<file path="config.mk">
export PLATFORM = sky130hd
export DESIGN_NAME = crsse_exec
export DESIGN_NICKNAME = d
export VERILOG_FILES = /design/src/crsse_pkg.sv /design/src/crsse_exec.sv
export SDC_FILE = /design/constraint.sdc
export NUM_CORES = 1
export LEC_CHECK = 0
export ABC_CLOCK_PERIOD_IN_PS = 17300
export BUFFER_PORTS_ARGS = -buffer_cell sky130_fd_sc_hd__buf_2
export CAP_MARGIN = 20
export CORE_MARGIN = 4
export CORE_UTILIZATION = 30
export CTS_BUF_LIST = sky130_fd_sc_hd__clkbuf_4 sky130_fd_sc_hd__clkbuf_8
export CTS_CLUSTER_SIZE = 16
export DETAILED_ROUTE_END_ITERATION = 7
export PLACE_DENSITY = 0.51
export SETUP_SLACK_MARGIN = 0.15
export SLEW_MARGIN = 5
export SYNTH_ARGS = -nofsm -noshare
export SYNTH_HDL_FRONTEND = slang
export SYNTH_SLANG_ARGS = --single-unit
export TNS_END_PERCENT = 20
</file>
<file path="constraint.sdc">
create_clock -name clk_sys -period 17.3 [get_ports clk_sys]
set_input_delay 1.73 -clock clk_sys [delete_from_list [all_inputs] [get_ports clk_sys]]
set_output_delay 1.73 -clock clk_sys [all_outputs]
set_load 0.005 [all_outputs]
</file>
<file path="src/crsse_pkg.sv">
// constants, state encodings and helpers for the return/store/shift unit
// assumes a single 20 MHz clock domain and 32-bit Avalon-MM data
package crsse_pkg;

  // register byte offsets on the Avalon-MM slave
  localparam logic [5:0] REG_CTRL   = 6'h00;
  localparam logic [5:0] REG_OPA    = 6'h04;
  localparam logic [5:0] REG_OPB    = 6'h08;
  localparam logic [5:0] REG_OPD    = 6'h0C;
  localparam logic [5:0] REG_IMM    = 6'h10;
  localparam logic [5:0] REG_MSR    = 6'h14;
  localparam logic [5:0] REG_RESULT = 6'h18;
  localparam logic [5:0] REG_PC     = 6'h1C;
  localparam logic [5:0] REG_STADDR = 6'h20;
  localparam logic [5:0] REG_STDATA = 6'h24;
  localparam logic [5:0] REG_STATUS = 6'h28;
  localparam logic [5:0] REG_TARGET = 6'h2C;

  // machine status register field positions (sv numbering, 0 = lsb)
  localparam int MSR_C   = 0;
  localparam int MSR_BIP = 1;
  localparam int MSR_IE  = 2;
  localparam int MSR_DCE = 3;
  localparam int MSR_ICE = 4;

  // status register field positions
  localparam int STS_BUSY = 0;
  localparam int STS_SLOT = 1;
  localparam int STS_ILL  = 2;
  localparam int STS_REF  = 3;

  // operation codes written to the control register
  localparam logic [4:0] OP_RTBD   = 5'h00;
  localparam logic [4:0] OP_RTID   = 5'h01;
  localparam logic [4:0] OP_RTSD   = 5'h02;
  localparam logic [4:0] OP_SB     = 5'h03;
  localparam logic [4:0] OP_SBI    = 5'h04;
  localparam logic [4:0] OP_SH     = 5'h05;
  localparam logic [4:0] OP_SHI    = 5'h06;
  localparam logic [4:0] OP_SW     = 5'h07;
  localparam logic [4:0] OP_SWI    = 5'h08;
  localparam logic [4:0] OP_SIGN_EXTEND_HALF_OP = 5'h09;
  localparam logic [4:0] OP_SIGN_EXTEND_BYTE_OP  = 5'h0A;
  localparam logic [4:0] OP_SRA    = 5'h0B;
  localparam logic [4:0] OP_SRC    = 5'h0C;
  localparam logic [4:0] OP_SRL    = 5'h0D;
  localparam logic [4:0] OP_WDC    = 5'h0E;
  localparam logic [4:0] OP_WIC    = 5'h0F;
  localparam logic [4:0] OP_XOR    = 5'h10;
  localparam logic [4:0] OP_XORI   = 5'h11;

  // store access sizes on the memory port
  localparam logic [1:0] SIZE_BYTE = 2'h0;
  localparam logic [1:0] SIZE_HALF = 2'h1;
  localparam logic [1:0] SIZE_WORD = 2'h2;

  // pending delay-slot kinds
  localparam logic [1:0] SLOT_NONE = 2'h0;
  localparam logic [1:0] SLOT_BRK  = 2'h1;
  localparam logic [1:0] SLOT_INT  = 2'h2;
  localparam logic [1:0] SLOT_SUB  = 2'h3;

  // sequential instruction step
  localparam logic [31:0] PC_STEP = 32'h0000_0004;

  // gray coded along idle -> exec -> store
  typedef enum logic [1:0] {
    ST_IDLE  = 2'h0,
    ST_EXEC  = 2'h1,
    ST_STORE = 2'h3
  } crsse_fsm_t;

  // sign-extend a 16-bit immediate to a word
  function automatic logic [31:0] crsse_sign_extend_half_op(input logic [15:0] v);
    crsse_sign_extend_half_op = {{16{v[15]}}, v};
  endfunction

endpackage

</file>
<file path="src/crsse_exec.sv">
// execution unit for returns, stores, sign extension, shifts, cache
// writes and xor, with registers on an Avalon-MM slave
// assumes stores finish when mem_ack rises while mem_req is high
//
// Functional notes
// - break return jumps to A plus sext immediate, then clears break flag.
// - break return runs one delay-slot op first; breaks stay off in it.
// - interrupt return jumps to A plus sext immediate, then sets IE.
// - interrupt return runs the delay-slot op with interrupts still off.
// - subroutine return jumps after the delay slot; status flags unchanged.
// - byte store writes the low byte of D at A plus B.
// - immediate stores address A plus the sign-extended 16-bit immediate.
// - halfword store clears the address lsb and writes D's low half.
// - word store clears two address lsbs and writes all of D.
// - halfword sign extension copies bit 15 into the upper half.
// - byte sign extension copies bit 7 into the upper 24 bits.
// - arithmetic shift right keeps the sign bit in the msb.
// - every right shift loads carry with the lsb shifted out.
// - shift through carry puts old carry in the msb.
// - logical shift right puts zero in the msb.
// - data cache write: A is tag with valid and lock, B is data.
// - data cache write only acts while the data cache is disabled.
// - instruction cache write: A is tag with valid and lock, B is data.
// - instruction cache write only acts while that cache is disabled.
// - register xor writes A xor B and leaves carry alone.
// - immediate xor extension is selectable; sign extension by default.
`timescale 1ns/10ps
`default_nettype none

module crsse_exec
  import crsse_pkg::*;
#(
  parameter bit XORI_SIGN_EXT = 1'b1
) (
  // clock and reset
  input  wire logic        clk_sys,
  input  wire logic        nrst,
  // avalon-mm slave
  input  wire logic [5:0]  avs_address,
  input  wire logic        avs_read,
  input  wire logic        avs_write,
  input  wire logic [31:0] avs_writedata,
  output logic      [31:0] avs_readdata,
  output logic             avs_waitrequest,
  // data memory store port
  output logic             mem_req,
  output logic      [31:0] mem_addr,
  output logic      [31:0] mem_wdata,
  output logic      [1:0]  mem_size,
  input  wire logic        mem_ack,
  // cache write ports
  output logic             dcache_wr,
  output logic             icache_wr,
  output logic      [31:0] cache_tag,
  output logic             cache_valid,
  output logic             cache_lock,
  output logic      [31:0] cache_data,
  // processor status
  output logic      [31:0] pc,
  output logic             branch_taken,
  output logic             carry_flag,
  output logic             break_enable,
  output logic             interrupt_enable_flag
);

  // a select of this flag wider than one bit has no meaning
  if (XORI_SIGN_EXT !== 1'b0 && XORI_SIGN_EXT !== 1'b1) begin : g_chk
    $error("XORI_SIGN_EXT must be 0 or 1");
  end

  typedef struct packed {
    crsse_fsm_t  fsm;
    logic [4:0]  op;
    logic [31:0] opa;
    logic [31:0] opb;
    logic [31:0] opd;
    logic [15:0] imm;
    logic        carry;
    logic        break_in_progress_flag;
    logic        ie;
    logic        dce;
    logic        ice;
    logic [31:0] pc;
    logic [31:0] result;
    logic [31:0] target;
    logic [31:0] st_addr;
    logic [31:0] st_data;
    logic [1:0]  st_size;
    logic [1:0]  slot;
    logic        slot_run;
    logic        illegal;
    logic        refused;
    logic [31:0] rdata;
    logic        rd_ack;
    logic        dc_wr;
    logic        ic_wr;
    logic [31:0] c_tag;
    logic [31:0] c_data;
    logic        branch;
  } crsse_state_t;

  crsse_state_t s_q;
  crsse_state_t s_d;
  logic         rst_meta_q;
  logic         rst_n;
  logic         busy;
  logic         finish;
  logic [31:0]  sum_ab;
  logic [31:0] ea_imm;
  logic [31:0] xori_ext;

  // reset asserts at once but releases two edges later
  always_ff @(posedge clk_sys or negedge nrst) begin
    if (!nrst) begin
      rst_meta_q <= 1'b0;
      rst_n      <= 1'b0;
    end else begin
      rst_meta_q <= 1'b1;
      rst_n      <= rst_meta_q;
    end
  end

  // operand arithmetic shared by the stores, returns and immediate xor
  assign busy     = (s_q.fsm != ST_IDLE);
  assign sum_ab   = s_q.opa + s_q.opb;
  assign ea_imm   = s_q.opa + crsse_sign_extend_half_op(s_q.imm);
  assign xori_ext = XORI_SIGN_EXT ? crsse_sign_extend_half_op(s_q.imm)
                                  : {16'h0000, s_q.imm};

  // next-state logic: bus slave, operation execution, slot retirement
  always_comb begin
    s_d         = s_q;
    s_d.rd_ack  = 1'b0;
    s_d.dc_wr   = 1'b0;
    s_d.ic_wr   = 1'b0;
    s_d.branch  = 1'b0;
    finish      = 1'b0;
    case (s_q.fsm)
      ST_IDLE: begin
        if (avs_write) begin
          case (avs_address)
            REG_CTRL: begin
              s_d.op       = avs_writedata[4:0];
              s_d.fsm      = ST_EXEC;
              s_d.slot_run = (s_q.slot != SLOT_NONE);
            end
            REG_OPA: s_d.opa = avs_writedata;
            REG_OPB: s_d.opb = avs_writedata;
            REG_OPD: s_d.opd = avs_writedata;
            REG_IMM: s_d.imm = avs_writedata[15:0];
            REG_MSR: begin
              s_d.carry = avs_writedata[MSR_C];
              s_d.break_in_progress_flag   = avs_writedata[MSR_BIP];
              s_d.ie    = avs_writedata[MSR_IE];
              s_d.dce   = avs_writedata[MSR_DCE];
              s_d.ice   = avs_writedata[MSR_ICE];
            end
            REG_STATUS: begin
              // write one to clear; nothing sets these while idle
              s_d.illegal = s_q.illegal & ~avs_writedata[STS_ILL];
              s_d.refused = s_q.refused & ~avs_writedata[STS_REF];
            end
            default: ;
          endcase
        end
        // reads take one wait cycle so read data leave a flip-flop
        if (avs_read && !s_q.rd_ack) begin
          s_d.rd_ack = 1'b1;
          s_d.rdata  = '0;
          case (avs_address)
            REG_CTRL:   s_d.rdata[4:0]  = s_q.op;
            REG_OPA:    s_d.rdata       = s_q.opa;
            REG_OPB:    s_d.rdata       = s_q.opb;
            REG_OPD:    s_d.rdata       = s_q.opd;
            REG_IMM:    s_d.rdata[15:0] = s_q.imm;
            REG_MSR: begin
              s_d.rdata[MSR_C]   = s_q.carry;
              s_d.rdata[MSR_BIP] = s_q.break_in_progress_flag;
              s_d.rdata[MSR_IE]  = s_q.ie;
              s_d.rdata[MSR_DCE] = s_q.dce;
              s_d.rdata[MSR_ICE] = s_q.ice;
            end
            REG_RESULT: s_d.rdata       = s_q.result;
            REG_PC:     s_d.rdata       = s_q.pc;
            REG_STADDR: s_d.rdata       = s_q.st_addr;
            REG_STDATA: s_d.rdata       = s_q.st_data;
            REG_STATUS: begin
              s_d.rdata[STS_BUSY] = busy;
              s_d.rdata[STS_SLOT] = (s_q.slot != SLOT_NONE);
              s_d.rdata[STS_ILL]  = s_q.illegal;
              s_d.rdata[STS_REF]  = s_q.refused;
            end
            REG_TARGET: s_d.rdata       = s_q.target;
            default:    s_d.rdata       = '0;
          endcase
        end
      end
      ST_EXEC: begin
        // operands use sv numbering: printed bit k is sv bit 31-k
        case (s_q.op)
          OP_RTBD, OP_RTID, OP_RTSD: begin
            if (s_q.slot_run) begin
              // a return inside a delay slot is not served
              s_d.illegal = 1'b1;
              finish      = 1'b1;
            end else begin
              s_d.target = ea_imm;
              s_d.pc     = s_q.pc + PC_STEP;
              s_d.fsm    = ST_IDLE;
              if (s_q.op == OP_RTBD) begin
                s_d.slot = SLOT_BRK;
              end else if (s_q.op == OP_RTID) begin
                s_d.slot = SLOT_INT;
              end else begin
                s_d.slot = SLOT_SUB;
              end
            end
          end
          OP_SB, OP_SBI: begin
            s_d.st_addr = (s_q.op == OP_SB) ? sum_ab : ea_imm;
            s_d.st_data = {24'h000000, s_q.opd[7:0]};
            s_d.st_size = SIZE_BYTE;
            s_d.fsm     = ST_STORE;
          end
          OP_SH, OP_SHI: begin
            s_d.st_addr    = (s_q.op == OP_SH) ? sum_ab : ea_imm;
            s_d.st_addr[0] = 1'b0;
            s_d.st_data    = {16'h0000, s_q.opd[15:0]};
            s_d.st_size    = SIZE_HALF;
            s_d.fsm        = ST_STORE;
          end
          OP_SW, OP_SWI: begin
            s_d.st_addr      = (s_q.op == OP_SW) ? sum_ab : ea_imm;
            s_d.st_addr[1:0] = 2'h0;
            s_d.st_data      = s_q.opd;
            s_d.st_size      = SIZE_WORD;
            s_d.fsm          = ST_STORE;
          end
          OP_SIGN_EXTEND_HALF_OP: begin
            s_d.result = {{16{s_q.opa[15]}}, s_q.opa[15:0]};
            finish     = 1'b1;
          end
          OP_SIGN_EXTEND_BYTE_OP: begin
            s_d.result = {{24{s_q.opa[7]}}, s_q.opa[7:0]};
            finish     = 1'b1;
          end
          OP_SRA: begin
            s_d.result = {s_q.opa[31], s_q.opa[31:1]};
            s_d.carry  = s_q.opa[0];
            finish     = 1'b1;
          end
          OP_SRC: begin
            s_d.result = {s_q.carry, s_q.opa[31:1]};
            s_d.carry  = s_q.opa[0];
            finish     = 1'b1;
          end
          OP_SRL: begin
            s_d.result = {1'b0, s_q.opa[31:1]};
            s_d.carry  = s_q.opa[0];
            finish     = 1'b1;
          end
          OP_WDC, OP_WIC: begin
            // writing a live cache would race its own refills
            if (s_q.op == OP_WDC ? !s_q.dce : !s_q.ice) begin
              s_d.dc_wr  = (s_q.op == OP_WDC);
              s_d.ic_wr  = (s_q.op == OP_WIC);
              s_d.c_tag  = s_q.opa;
              s_d.c_data = s_q.opb;
            end else begin
              s_d.refused = 1'b1;
            end
            finish = 1'b1;
          end
          OP_XOR: begin
            s_d.result = s_q.opa ^ s_q.opb;
            finish     = 1'b1;
          end
          OP_XORI: begin
            s_d.result = s_q.opa ^ xori_ext;
            finish     = 1'b1;
          end
          default: begin
            s_d.illegal = 1'b1;
            finish      = 1'b1;
          end
        endcase
      end
      ST_STORE: begin
        if (mem_ack) begin
          finish = 1'b1;
        end
      end
      default: s_d.fsm = ST_IDLE;
    endcase
    // retire: the delay slot done, the pending return finally acts
    if (finish) begin
      s_d.fsm      = ST_IDLE;
      s_d.slot_run = 1'b0;
      if (s_q.slot_run) begin
        s_d.pc     = s_q.target;
        s_d.branch = 1'b1;
        s_d.slot   = SLOT_NONE;
        if (s_q.slot == SLOT_BRK) begin
          s_d.break_in_progress_flag = 1'b0;
        end
        if (s_q.slot == SLOT_INT) begin
          s_d.ie = 1'b1;
        end
      end else begin
        s_d.pc = s_q.pc + PC_STEP;
      end
    end
  end

  // the whole state in one register
  always_ff @(posedge clk_sys or negedge rst_n) begin
    if (!rst_n) begin
      s_q <= '0;
    end else begin
      s_q <= s_d;
    end
  end

  // port drive; waitrequest is combinational, data from flops
  assign avs_waitrequest       = busy | (avs_read & ~s_q.rd_ack);
  assign avs_readdata          = s_q.rdata;
  assign mem_req               = (s_q.fsm == ST_STORE);
  assign mem_addr              = s_q.st_addr;
  assign mem_wdata             = s_q.st_data;
  assign mem_size              = s_q.st_size;
  assign dcache_wr             = s_q.dc_wr;
  assign icache_wr             = s_q.ic_wr;
  assign cache_tag             = s_q.c_tag;
  assign cache_valid           = s_q.c_tag[1]; // printed bit 30
  assign cache_lock            = s_q.c_tag[0]; // printed bit 31
  assign cache_data            = s_q.c_data;
  assign pc                    = s_q.pc;
  assign branch_taken          = s_q.branch;
  assign carry_flag            = s_q.carry;
  assign break_enable          = ~s_q.break_in_progress_flag;
  assign interrupt_enable_flag = s_q.ie;

  // checks
  logic exec_q;
  assign exec_q = (s_q.fsm == ST_EXEC);

  property p_ret_target;
    @(posedge clk_sys) disable iff (!rst_n)
    exec_q && !s_q.slot_run && s_q.op == OP_RTBD
      |=> s_q.slot == SLOT_BRK && s_q.target == $past(ea_imm);
  endproperty
  a_ret_target: assert property (p_ret_target)
    else $error("break return target or slot kind wrong");

  property p_brk_slot;
    @(posedge clk_sys) disable iff (!rst_n)
    finish && s_q.slot_run && s_q.slot == SLOT_BRK
      |=> !s_q.break_in_progress_flag && branch_taken && s_q.pc == $past(s_q.target);
  endproperty
  a_brk_slot: assert property (p_brk_slot)
    else $error("break flag or branch wrong after delay slot");

  property p_ie_hold;
    @(posedge clk_sys) disable iff (!rst_n)
    s_q.slot == SLOT_INT && !finish
      && !(avs_write && !busy && avs_address == REG_MSR)
      |=> s_q.ie == $past(s_q.ie);
  endproperty
  a_ie_hold: assert property (p_ie_hold)
    else $error("interrupt enable changed before slot retired");

  property p_ie_set;
    @(posedge clk_sys) disable iff (!rst_n)
    finish && s_q.slot_run && s_q.slot == SLOT_INT
      |=> s_q.ie && branch_taken ##1 !branch_taken;
  endproperty
  a_ie_set: assert property (p_ie_set)
    else $error("interrupt enable not set after slot");

  property p_sub_flags;
    @(posedge clk_sys) disable iff (!rst_n)
    finish && s_q.slot_run && s_q.slot == SLOT_SUB
      |=> $stable(s_q.break_in_progress_flag) && $stable(s_q.ie) && branch_taken;
  endproperty
  a_sub_flags: assert property (p_sub_flags)
    else $error("subroutine return disturbed status flags");

  property p_sb;
    @(posedge clk_sys) disable iff (!rst_n)
    exec_q && s_q.op == OP_SB |=> mem_req && mem_addr == $past(sum_ab)
      && mem_wdata[7:0] == $past(s_q.opd[7:0]) && mem_size == SIZE_BYTE;
  endproperty
  a_sb: assert property (p_sb)
    else $error("byte store address or data wrong");

  property p_shi;
    @(posedge clk_sys) disable iff (!rst_n)
    exec_q && s_q.op == OP_SHI |=> mem_req && !mem_addr[0]
      && mem_addr[31:1] == $past(ea_imm[31:1])
      && mem_wdata[15:0] == $past(s_q.opd[15:0]);
  endproperty
  a_shi: assert property (p_shi)
    else $error("halfword immediate store wrong");

  property p_sw;
    @(posedge clk_sys) disable iff (!rst_n)
    exec_q && (s_q.op == OP_SW || s_q.op == OP_SWI)
      |=> mem_addr[1:0] == 2'h0 && mem_wdata == $past(s_q.opd);
  endproperty
  a_sw: assert property (p_sw)
    else $error("word store not aligned or data wrong");

  property p_sext;
    @(posedge clk_sys) disable iff (!rst_n)
    exec_q && s_q.op == OP_SIGN_EXTEND_BYTE_OP
      |=> s_q.result == {{24{$past(s_q.opa[7])}}, $past(s_q.opa[7:0])};
  endproperty
  a_sext: assert property (p_sext)
    else $error("byte sign extension wrong");

  property p_shift;
    @(posedge clk_sys) disable iff (!rst_n)
    exec_q && s_q.op == OP_SRC |=> carry_flag == $past(s_q.opa[0])
      && s_q.result[31] == $past(s_q.carry);
  endproperty
  a_shift: assert property (p_shift)
    else $error("shift through carry wrong");

  property p_wdc;
    @(posedge clk_sys) disable iff (!rst_n)
    exec_q && s_q.op == OP_WDC |=> dcache_wr == !$past(s_q.dce)
      && !icache_wr;
  endproperty
  a_wdc: assert property (p_wdc)
    else $error("data cache write gated wrongly");

  property p_xor;
    @(posedge clk_sys) disable iff (!rst_n)
    exec_q && s_q.op == OP_XOR |=> $stable(s_q.carry)
      && s_q.result == ($past(s_q.opa) ^ $past(s_q.opb));
  endproperty
  a_xor: assert property (p_xor)
    else $error("register xor wrong");

  c_store: cover property (@(posedge clk_sys) disable iff (!rst_n)
    mem_req && mem_ack);
  c_brk: cover property (@(posedge clk_sys) disable iff (!rst_n)
    finish && s_q.slot_run && s_q.slot == SLOT_BRK);
  c_refuse: cover property (@(posedge clk_sys) disable iff (!rst_n)
    exec_q && s_q.op == OP_WIC && s_q.ice);
  c_read: cover property (@(posedge clk_sys) disable iff (!rst_n)
    avs_read && !avs_waitrequest);

endmodule

`default_nettype wire

</file>
==> impl_metrics.yaml, run 1 <==
synth:
  synth_common_cells: "dfrtp_1 (393), nand2_1 (300), buf_4 (195), mux2_2 (188), nor2_1 (159)"
  ys_types: 88
  netlist_area_sq_mm: 0.0235
  synth_top_area_cell: "dfrtp_1"
  synth.most_common_cell: "dfrtp_1"
  async_reset_ff_frac: 1.00
  synth_edf_count: 0
  ys_warn_count: 0
  synth_nets: 2568
  synthTopCellsByArea: "dfrtp_1 (42%), mux2_2 (9.0%), buf_4 (6.2%), nand2_1 (4.8%), ha_1 (3.4%)"
  synth_top_area_share: 0.418
  synth_seq_cells: 393
  ys_seq_area_frac: 0.418
  synth_top_flop_cell: "dfrtp_1"
  syn_area_per_cell_sq_um: 9.56
  synth_cells: 2460
sta:
  finalMaxSlewViolations: 0
  skew_ns: 0.0634
  hold_viol_final: 0
  timing.fmax_ghz: 0.212
  setup_viol: 0
  worst_slew_pin_slew_ns: 1.21
  slew_headroom: 0.191
  final.setup.tns_ns: 0
  rsz0062_at_grt: "no"
  fin_ws_ns: 12.59
  period_minus_slack_ns: 4.71
  fin_crit_sh: 0.272
worst_setup_path:
  critical_path_class: "in -> reg"
  crit_fanout: 28
  rr_endpoint: "mem_addr[28]"
  r2r_cells: 10
  critPathSlowestCell: "clkinv_1"
  slowest_delay_ns: 0.96
  cp_num_buf_inv: 3
  worst_ep_arrival_time_ns: 5.23
  worstPathRequired_ns: 17.82
  timing.reg2reg.setup_slack_ns: 13.03
  cp_common_cell: "nand2_1"
  critPathTopFamily: "buffers and inverters"
  crit_path_start_kind: "input port"
  end_kind: "register"
  path_cells: "buf_2 > clkinv_1 > nand2_1 > nor2_2 > nand2_1 > buf_4 > mux2_2"
  r2r-start: "s_q[352]"
hold_path:
  hp-start: "rst_meta_q"
  hold_class: "reg -> reg"
  hold_depth: 0
  min_to: "rst_n"
clock_network:
  cts_resized: 0
  cts_made_buffers: 71
  cts_buffer_depth: 3
  postCtsSetupBuffers: 0
  cts-htree-levels: 3
  clk_pin_slew_ns: 0.06
  cts_root_buf: "clkbuf_8"
  tritoncts: "done"
  clk_latency_ns: 0.69
  ctsHoldBuffers: 0
  numClockSinks: 393
routing:
  remaining_drc_errors: 3
  via_count: 20000
  wl_um: 96500
  avgRoutedWirePerCell_um: 27.1
  ant_nets: 0
  drt_first_pass_iters: 8
  viasPerCell: 5.62
  drt_iter0_markers: 2203
global_routing:
  grt_max_degree: 152
  antenna_found_initial: 5
  grt_use_met1: 0.301
  grt_overflow: 0
  grt_use_met3: 0.0622
  grt_pass1_wl_um: 139000
  globalRouteMet2Util: 0.353
  groute.usage.overall: 0.227
  grt_pass1_vias: 19900
  grt_busiest_layer: "met2"
place:
  place_hpwl_um: 67800
  gp_congestion: 0.913
  port_buffers: 246
  dp_worst_setup_slack_ns: 11.97
floorplanning:
  num_rows: 102
  io_pins: 247
  dieHeight_um: 288
  dieWidth_um: 288
  dieArea_sq_mm: 0.0829
  core_sq_mm: 0.0776
  initial_core_util: 0.303
pwr:
  p_leak_nw: 12.4
  p_total_w: 0.00259
  p_per_area_mw_per_mm2: 99.8
  ir_worst_vdd_mv: 0.0375
finish:
  syn_to_final_growth_pct: 10.3
  layout.nets: 2581
  drive_above_1_share: 0.250
job:
  maxCapViolCount: 0
run_status:
  violations: "DRC"
  outcome: "finished with violations"
state kept, by name, indices dropped and copies added, names as in the netlist:
register	count
s_q	192
avs_readdata	32
cache_data	32
cache_tag	32
mem_addr	32
mem_wdata	32
pc	32
mem_size	2
branch_taken	1
carry_flag	1
dcache_wr	1
icache_wr	1
interrupt_enable_flag	1
rst_meta_q	1
rst_n	1
worst max path at each step:
stage	from	endpoint	cells after the start
after floorplan	rst_n	avs_readdata[0]	0
after global placement	avs_address[2]	s_q[351]	7
after detailed placement	avs_address[2]	s_q[341]	7
after CTS	avs_address[2]	s_q[341]	7
after global routing	avs_address[2]	s_q[342]	7
final	avs_address[2]	s_q[341]	7
where the power goes:
part / switching, W / leakage, nW / internal (W)
Combinational: 0.000293 / 6.28 / 0.000188
Clock: 0.000418 / 0.818 / 0.000559
Sequential: 0.000144 / 5.30 / 0.000986
Total: 0.000855 / 12.4 / 0.00173
worst register-to-register path: stages (launching register included):
cell and delay, ns:
dfrtp_1 0.56, ha_1 0.33, fa_1 0.42, a21oi_1 0.42, nor3_1 0.15, o21ai_0 0.55
a31oi_2 0.31, o21ai_1 0.36, a21oi_1 0.12, a311oi_1 0.65, o211ai_1 0.18
metal layers:
metal  vias to the layer above  share of wire
li1                       8809              -
met1                     10000           0.42
met2                      1019           0.45
met3                       156          0.094
met4                         2          0.033
met5                         -       0.000073
metrics by stage:
| stage | cell area (sq um) | instances | hold slack, ns | util |
|---|---|---|---|---|
| finish | 25900 | 3563 | 0.369 | 0.334 |
| global route | 25900 | 3561 | 0.384 | 0.334 |
| CTS | 25900 | 3558 | 0.368 | 0.334 |
| detailed placement | 24300 | 3438 | 0.354 | 0.314 |
| global placement | 24300 | 3438 | 0.335 | 0.314 |
| floorplan | 23500 | 2460 | 0.331 | - |
cells in the final DEF, fill, tap and decap left out, types with 17 or more instances in the layout:
cell,instances
a222oi_1,60
and3_1,18
nand3_1,72
dfrtp_1,392
a21oi_1,149
buf_2,246
xnor2_1,51
mux2i_1,48
xor2_1,32
o21ai_0,124
clkbuf_4,17
nand2_1,299
a22oi_1,41
a21o_1,46
buf_4,36
nor2_1,152
clkbuf_8,92
inv_1,24
nor3_1,33
ha_1,63
nand4_1,29
a31oi_1,45
mux2_2,188
area by class of cell:
type | instances | area [sq um]
fillers | 8064 | 51600
multi-input cells | 1697 | 11600
flip-flops and latches | 393 | 9840
repair buffers | 285 | 1560
clock buffers | 109 | 1390
well taps | 1040 | 1300
clock inverters | 11 | 155
inverters | 25 | 93.8
diodes | 3 | 7.51
logic make-up (layout without fill, tap and decap cells):
family                   Yosys count  count (layout)  share of synthesized area
AO/OA/AOI/OAI                    621             621                      0.179
XOR/XNOR                          83              83                     0.0309
adder cells (fa/ha/maj)           65              65                     0.0352
buffers and inverters            370             430                     0.0922
flip-flops                       393             393                      0.418
multiplexers                     241             241                      0.114
other                              1               4                   0.000159
AND/OR/NAND/NOR                  686             686                      0.130
Note: power is estimated with default switching activity, not from simulation.
==> run 2: changes to the inputs <==
--- a/config.mk
+++ b/config.mk
@@ -5,7 +5,7 @@
 export SDC_FILE = /design/constraint.sdc
 export NUM_CORES = 1
 export LEC_CHECK = 0
-export ABC_CLOCK_PERIOD_IN_PS = 17300
+export ABC_CLOCK_PERIOD_IN_PS = 3900
 export BUFFER_PORTS_ARGS = -buffer_cell sky130_fd_sc_hd__buf_2
 export CAP_MARGIN = 20
 export CORE_MARGIN = 4
@@ -13,7 +13,7 @@
 export CTS_BUF_LIST = sky130_fd_sc_hd__clkbuf_4 sky130_fd_sc_hd__clkbuf_8
 export CTS_CLUSTER_SIZE = 16
 export DETAILED_ROUTE_END_ITERATION = 7
-export PLACE_DENSITY = 0.51
+export PLACE_DENSITY = 0.53
 export SETUP_SLACK_MARGIN = 0.15
 export SLEW_MARGIN = 5
 export SYNTH_ARGS = -nofsm -noshare
==> constraint.sdc (replaced) <==
create_clock -name clk_sys -period 3.9 [get_ports clk_sys]
set_input_delay 0.39 -clock clk_sys [delete_from_list [all_inputs] [get_ports clk_sys]]
set_output_delay 0.39 -clock clk_sys [all_outputs]
set_load 0.005 [all_outputs]
==> run 2 against run 1 <==
Effect of this change:
- clock power increased to 4.6 times the previous value
- count of clock-buffer cells in the layout unchanged
- global-route usage increased by 0.92 points
- design area increased by 2.4%
- non-clock buffer count increased by 58
- first-iteration DRC count increased by 16%
- the flow still finishes with violations (DRC)
- power increased to 4.5 times the previous value
- flip-flop and latch count unchanged
- register-to-register slack got worse by 13 ns
- worst setup slack got worse by 12 ns
==> impl_metrics.yaml, run 2 (synthesis results as in run 1) <==
place:
  port_buffers: 246
  dp_worst_setup_slack_ns: 0.329
  dp_cells: 3470
  gp_congestion: 0.942
  place_hpwl_um: 71600
clock_network:
  cts_made_buffers: 72
  cts_root_buf: "clkbuf_8"
  clk_pin_slew_ns: 0.07
  cts_resized: 0
  numClockSinks: 393
  cts-htree-levels: 3
  cts_buffer_depth: 3
  ctsHoldBuffers: 28
  postCtsSetupBuffers: 0
  tritoncts: "done"
  clk_latency_ns: 0.69
finish:
  syn_to_final_growth_pct: 13.0
  mostFrequentLayoutCells: "dfrtp_1 (392), nand2_1 (299), buf_2 (246)"
  stdcell_count: 3627
  top_register: "s_q"
  drive_above_1_share: 0.258
  layout_commonest_cell: "dfrtp_1"
  layout.nets: 2640
  n_fill_cell: 8053
  largest_reg_flops: 192
floorplanning:
  dieHeight_um: 288
  dieWidth_um: 288
  dieArea_sq_mm: 0.0829
  core_sq_mm: 0.0776
  num_rows: 102
  io_pins: 247
  initial_core_util: 0.303
global_routing:
  antenna_found_initial: 4
  groute.usage.overall: 0.236
  grt_pass1_vias: 20700
  grt_pass1_wl_um: 145000
  grt_overflow: 0
  grt_max_degree: 86
pwr:
  p_seq_frac: 0.428
  swShare: 0.333
  comb_power_share: 0.190
  clockPowerShare: 0.382
  p_per_area_mw_per_mm2: 438
  p_leak_nw: 12.7
  p_switching_w: 0.00388
  internal_power_w: 0.00778
  ir_worst_vdd_mv: 0.206
  p_total_w: 0.0117
routing:
  drt_first_pass_iters: 8
  viasPerCell: 5.70
  drt_iter0_markers: 2556
  remaining_drc_errors: 10
  via_count: 20700
  avgRoutedWirePerCell_um: 27.5
  wl_um: 99800
  ant_nets: 0
sta:
  finalMaxSlewViolations: 0
  hold_ws_ns: 0.0509
  final.setup.tns_ns: 0
  rsz0062_at_grt: "no"
  worst_slew_pin_slew_ns: 0.956
  setup_viol: 0
  hold_viol_final: 0
  period_minus_slack_ns: 3.57
  slew_headroom: 0.360
  fin_ws_ns: 0.333
  fin_crit_sh: 0.915
  skew_ns: 0.0380
  timing.fmax_ghz: 0.280
worst_setup_path:
  crit_fanout: 11
  critical_path_class: "reg -> reg"
  crit_path_start_kind: "register"
  worst_ep_arrival_time_ns: 4.10
  end_kind: "register"
  worstPathRequired_ns: 4.44
  timing.reg2reg.setup_slack_ns: 0.33
job:
  maxCapViolCount: 0
hold_path:
  hold_class: "in -> async"
run_status:
  violations: "DRC"
  outcome: "finished with violations"
[run 2: changes by cell type in the layout (fill, tap and decap cells not counted), sizes merged]
| cell | change |
|---|---|
| buf | +30 |
| bufinv | +1 |
| clkinvlp | +3 |
| inv | -3 |
| clkinv | +6 |
| diode | -1 |
| dlygate4sd3 | +28 |
[run 2: per-layer routing]
layer / global-route usage / up-vias / part of all wire
met4: 0.103 / 2 / 0.046
li1: - / 8907 / -
met1: 0.316 / 10400 / 0.42
met2: 0.357 / 1130 / 0.44
met3: 0.0641 / 250 / 0.093
met5: 0 / - / 0.00011
[run 2: stage by stage]
stage	utilization	instance area (sq um)
2_1_floorplan	-	23500
6_report	0.342	26600
4_1_cts	0.342	26600
5_1_grt	0.342	26600
3_5_place_dp	0.318	24700
3_3_place_gp	0.318	24700
[run 2: path summary, 6_finish.rpt]
path                                         from              end  cells after the start
worst max-delay path                     s_q[287]     mem_addr[28]                      9
worst min-delay path                         nrst       rst_meta_q                      2
worst max register to register           s_q[287]     mem_addr[28]                      9
worst min register to register         rst_meta_q            rst_n                      0
max in group asynchronous                   rst_n  avs_readdata[6]                      1
min in group clk_sys            avs_writedata[15]         s_q[287]                      2
[run 2: area by class of cell]
cell class / count / area (sq um) / area share
clock buffer: 109 / 1380 / 0.0517
inverter: 25 / 93.8 / 0.00353
multi-input combinational: 1697 / 11600 / 0.436
clock inverter: 18 / 213 / 0.00800
antenna: 2 / 5.00 / 0.000188
tap: 1040 / 1300 / 0.0490
timing repair buffer: 343 / 2150 / 0.0811
sequential: 393 / 9840 / 0.370
[run 2: power by group through the flow]
| stage | sequential [W] | clock [W] | combinational, W |
|---|---|---|---|
| 6_report | 0.00498 | 0.00445 | 0.00222 |
| 4_1_cts | 0.00496 | 0.00454 | 0.00218 |
| 3_5_place_dp | 0.00503 | 0 | 0.00215 |
| 2_1_floorplan | 0.00476 | 0 | 0.00155 |
| 3_3_place_gp | 0.00501 | 0 | 0.00213 |
| 5_1_grt | 0.00500 | 0.00472 | 0.00241 |
[run 2: worst max-delay path, stage by stage (launching register included)]
cell and delay (ns):
dfrtp_1 0.54, ha_1 0.56, nand4_1 0.18, nor3_1 0.57
nand2_1 0.14, a31oi_2 0.41, o21ai_1 0.18, and2_1 0.25
a311oi_1 0.43, o211ai_1 0.15
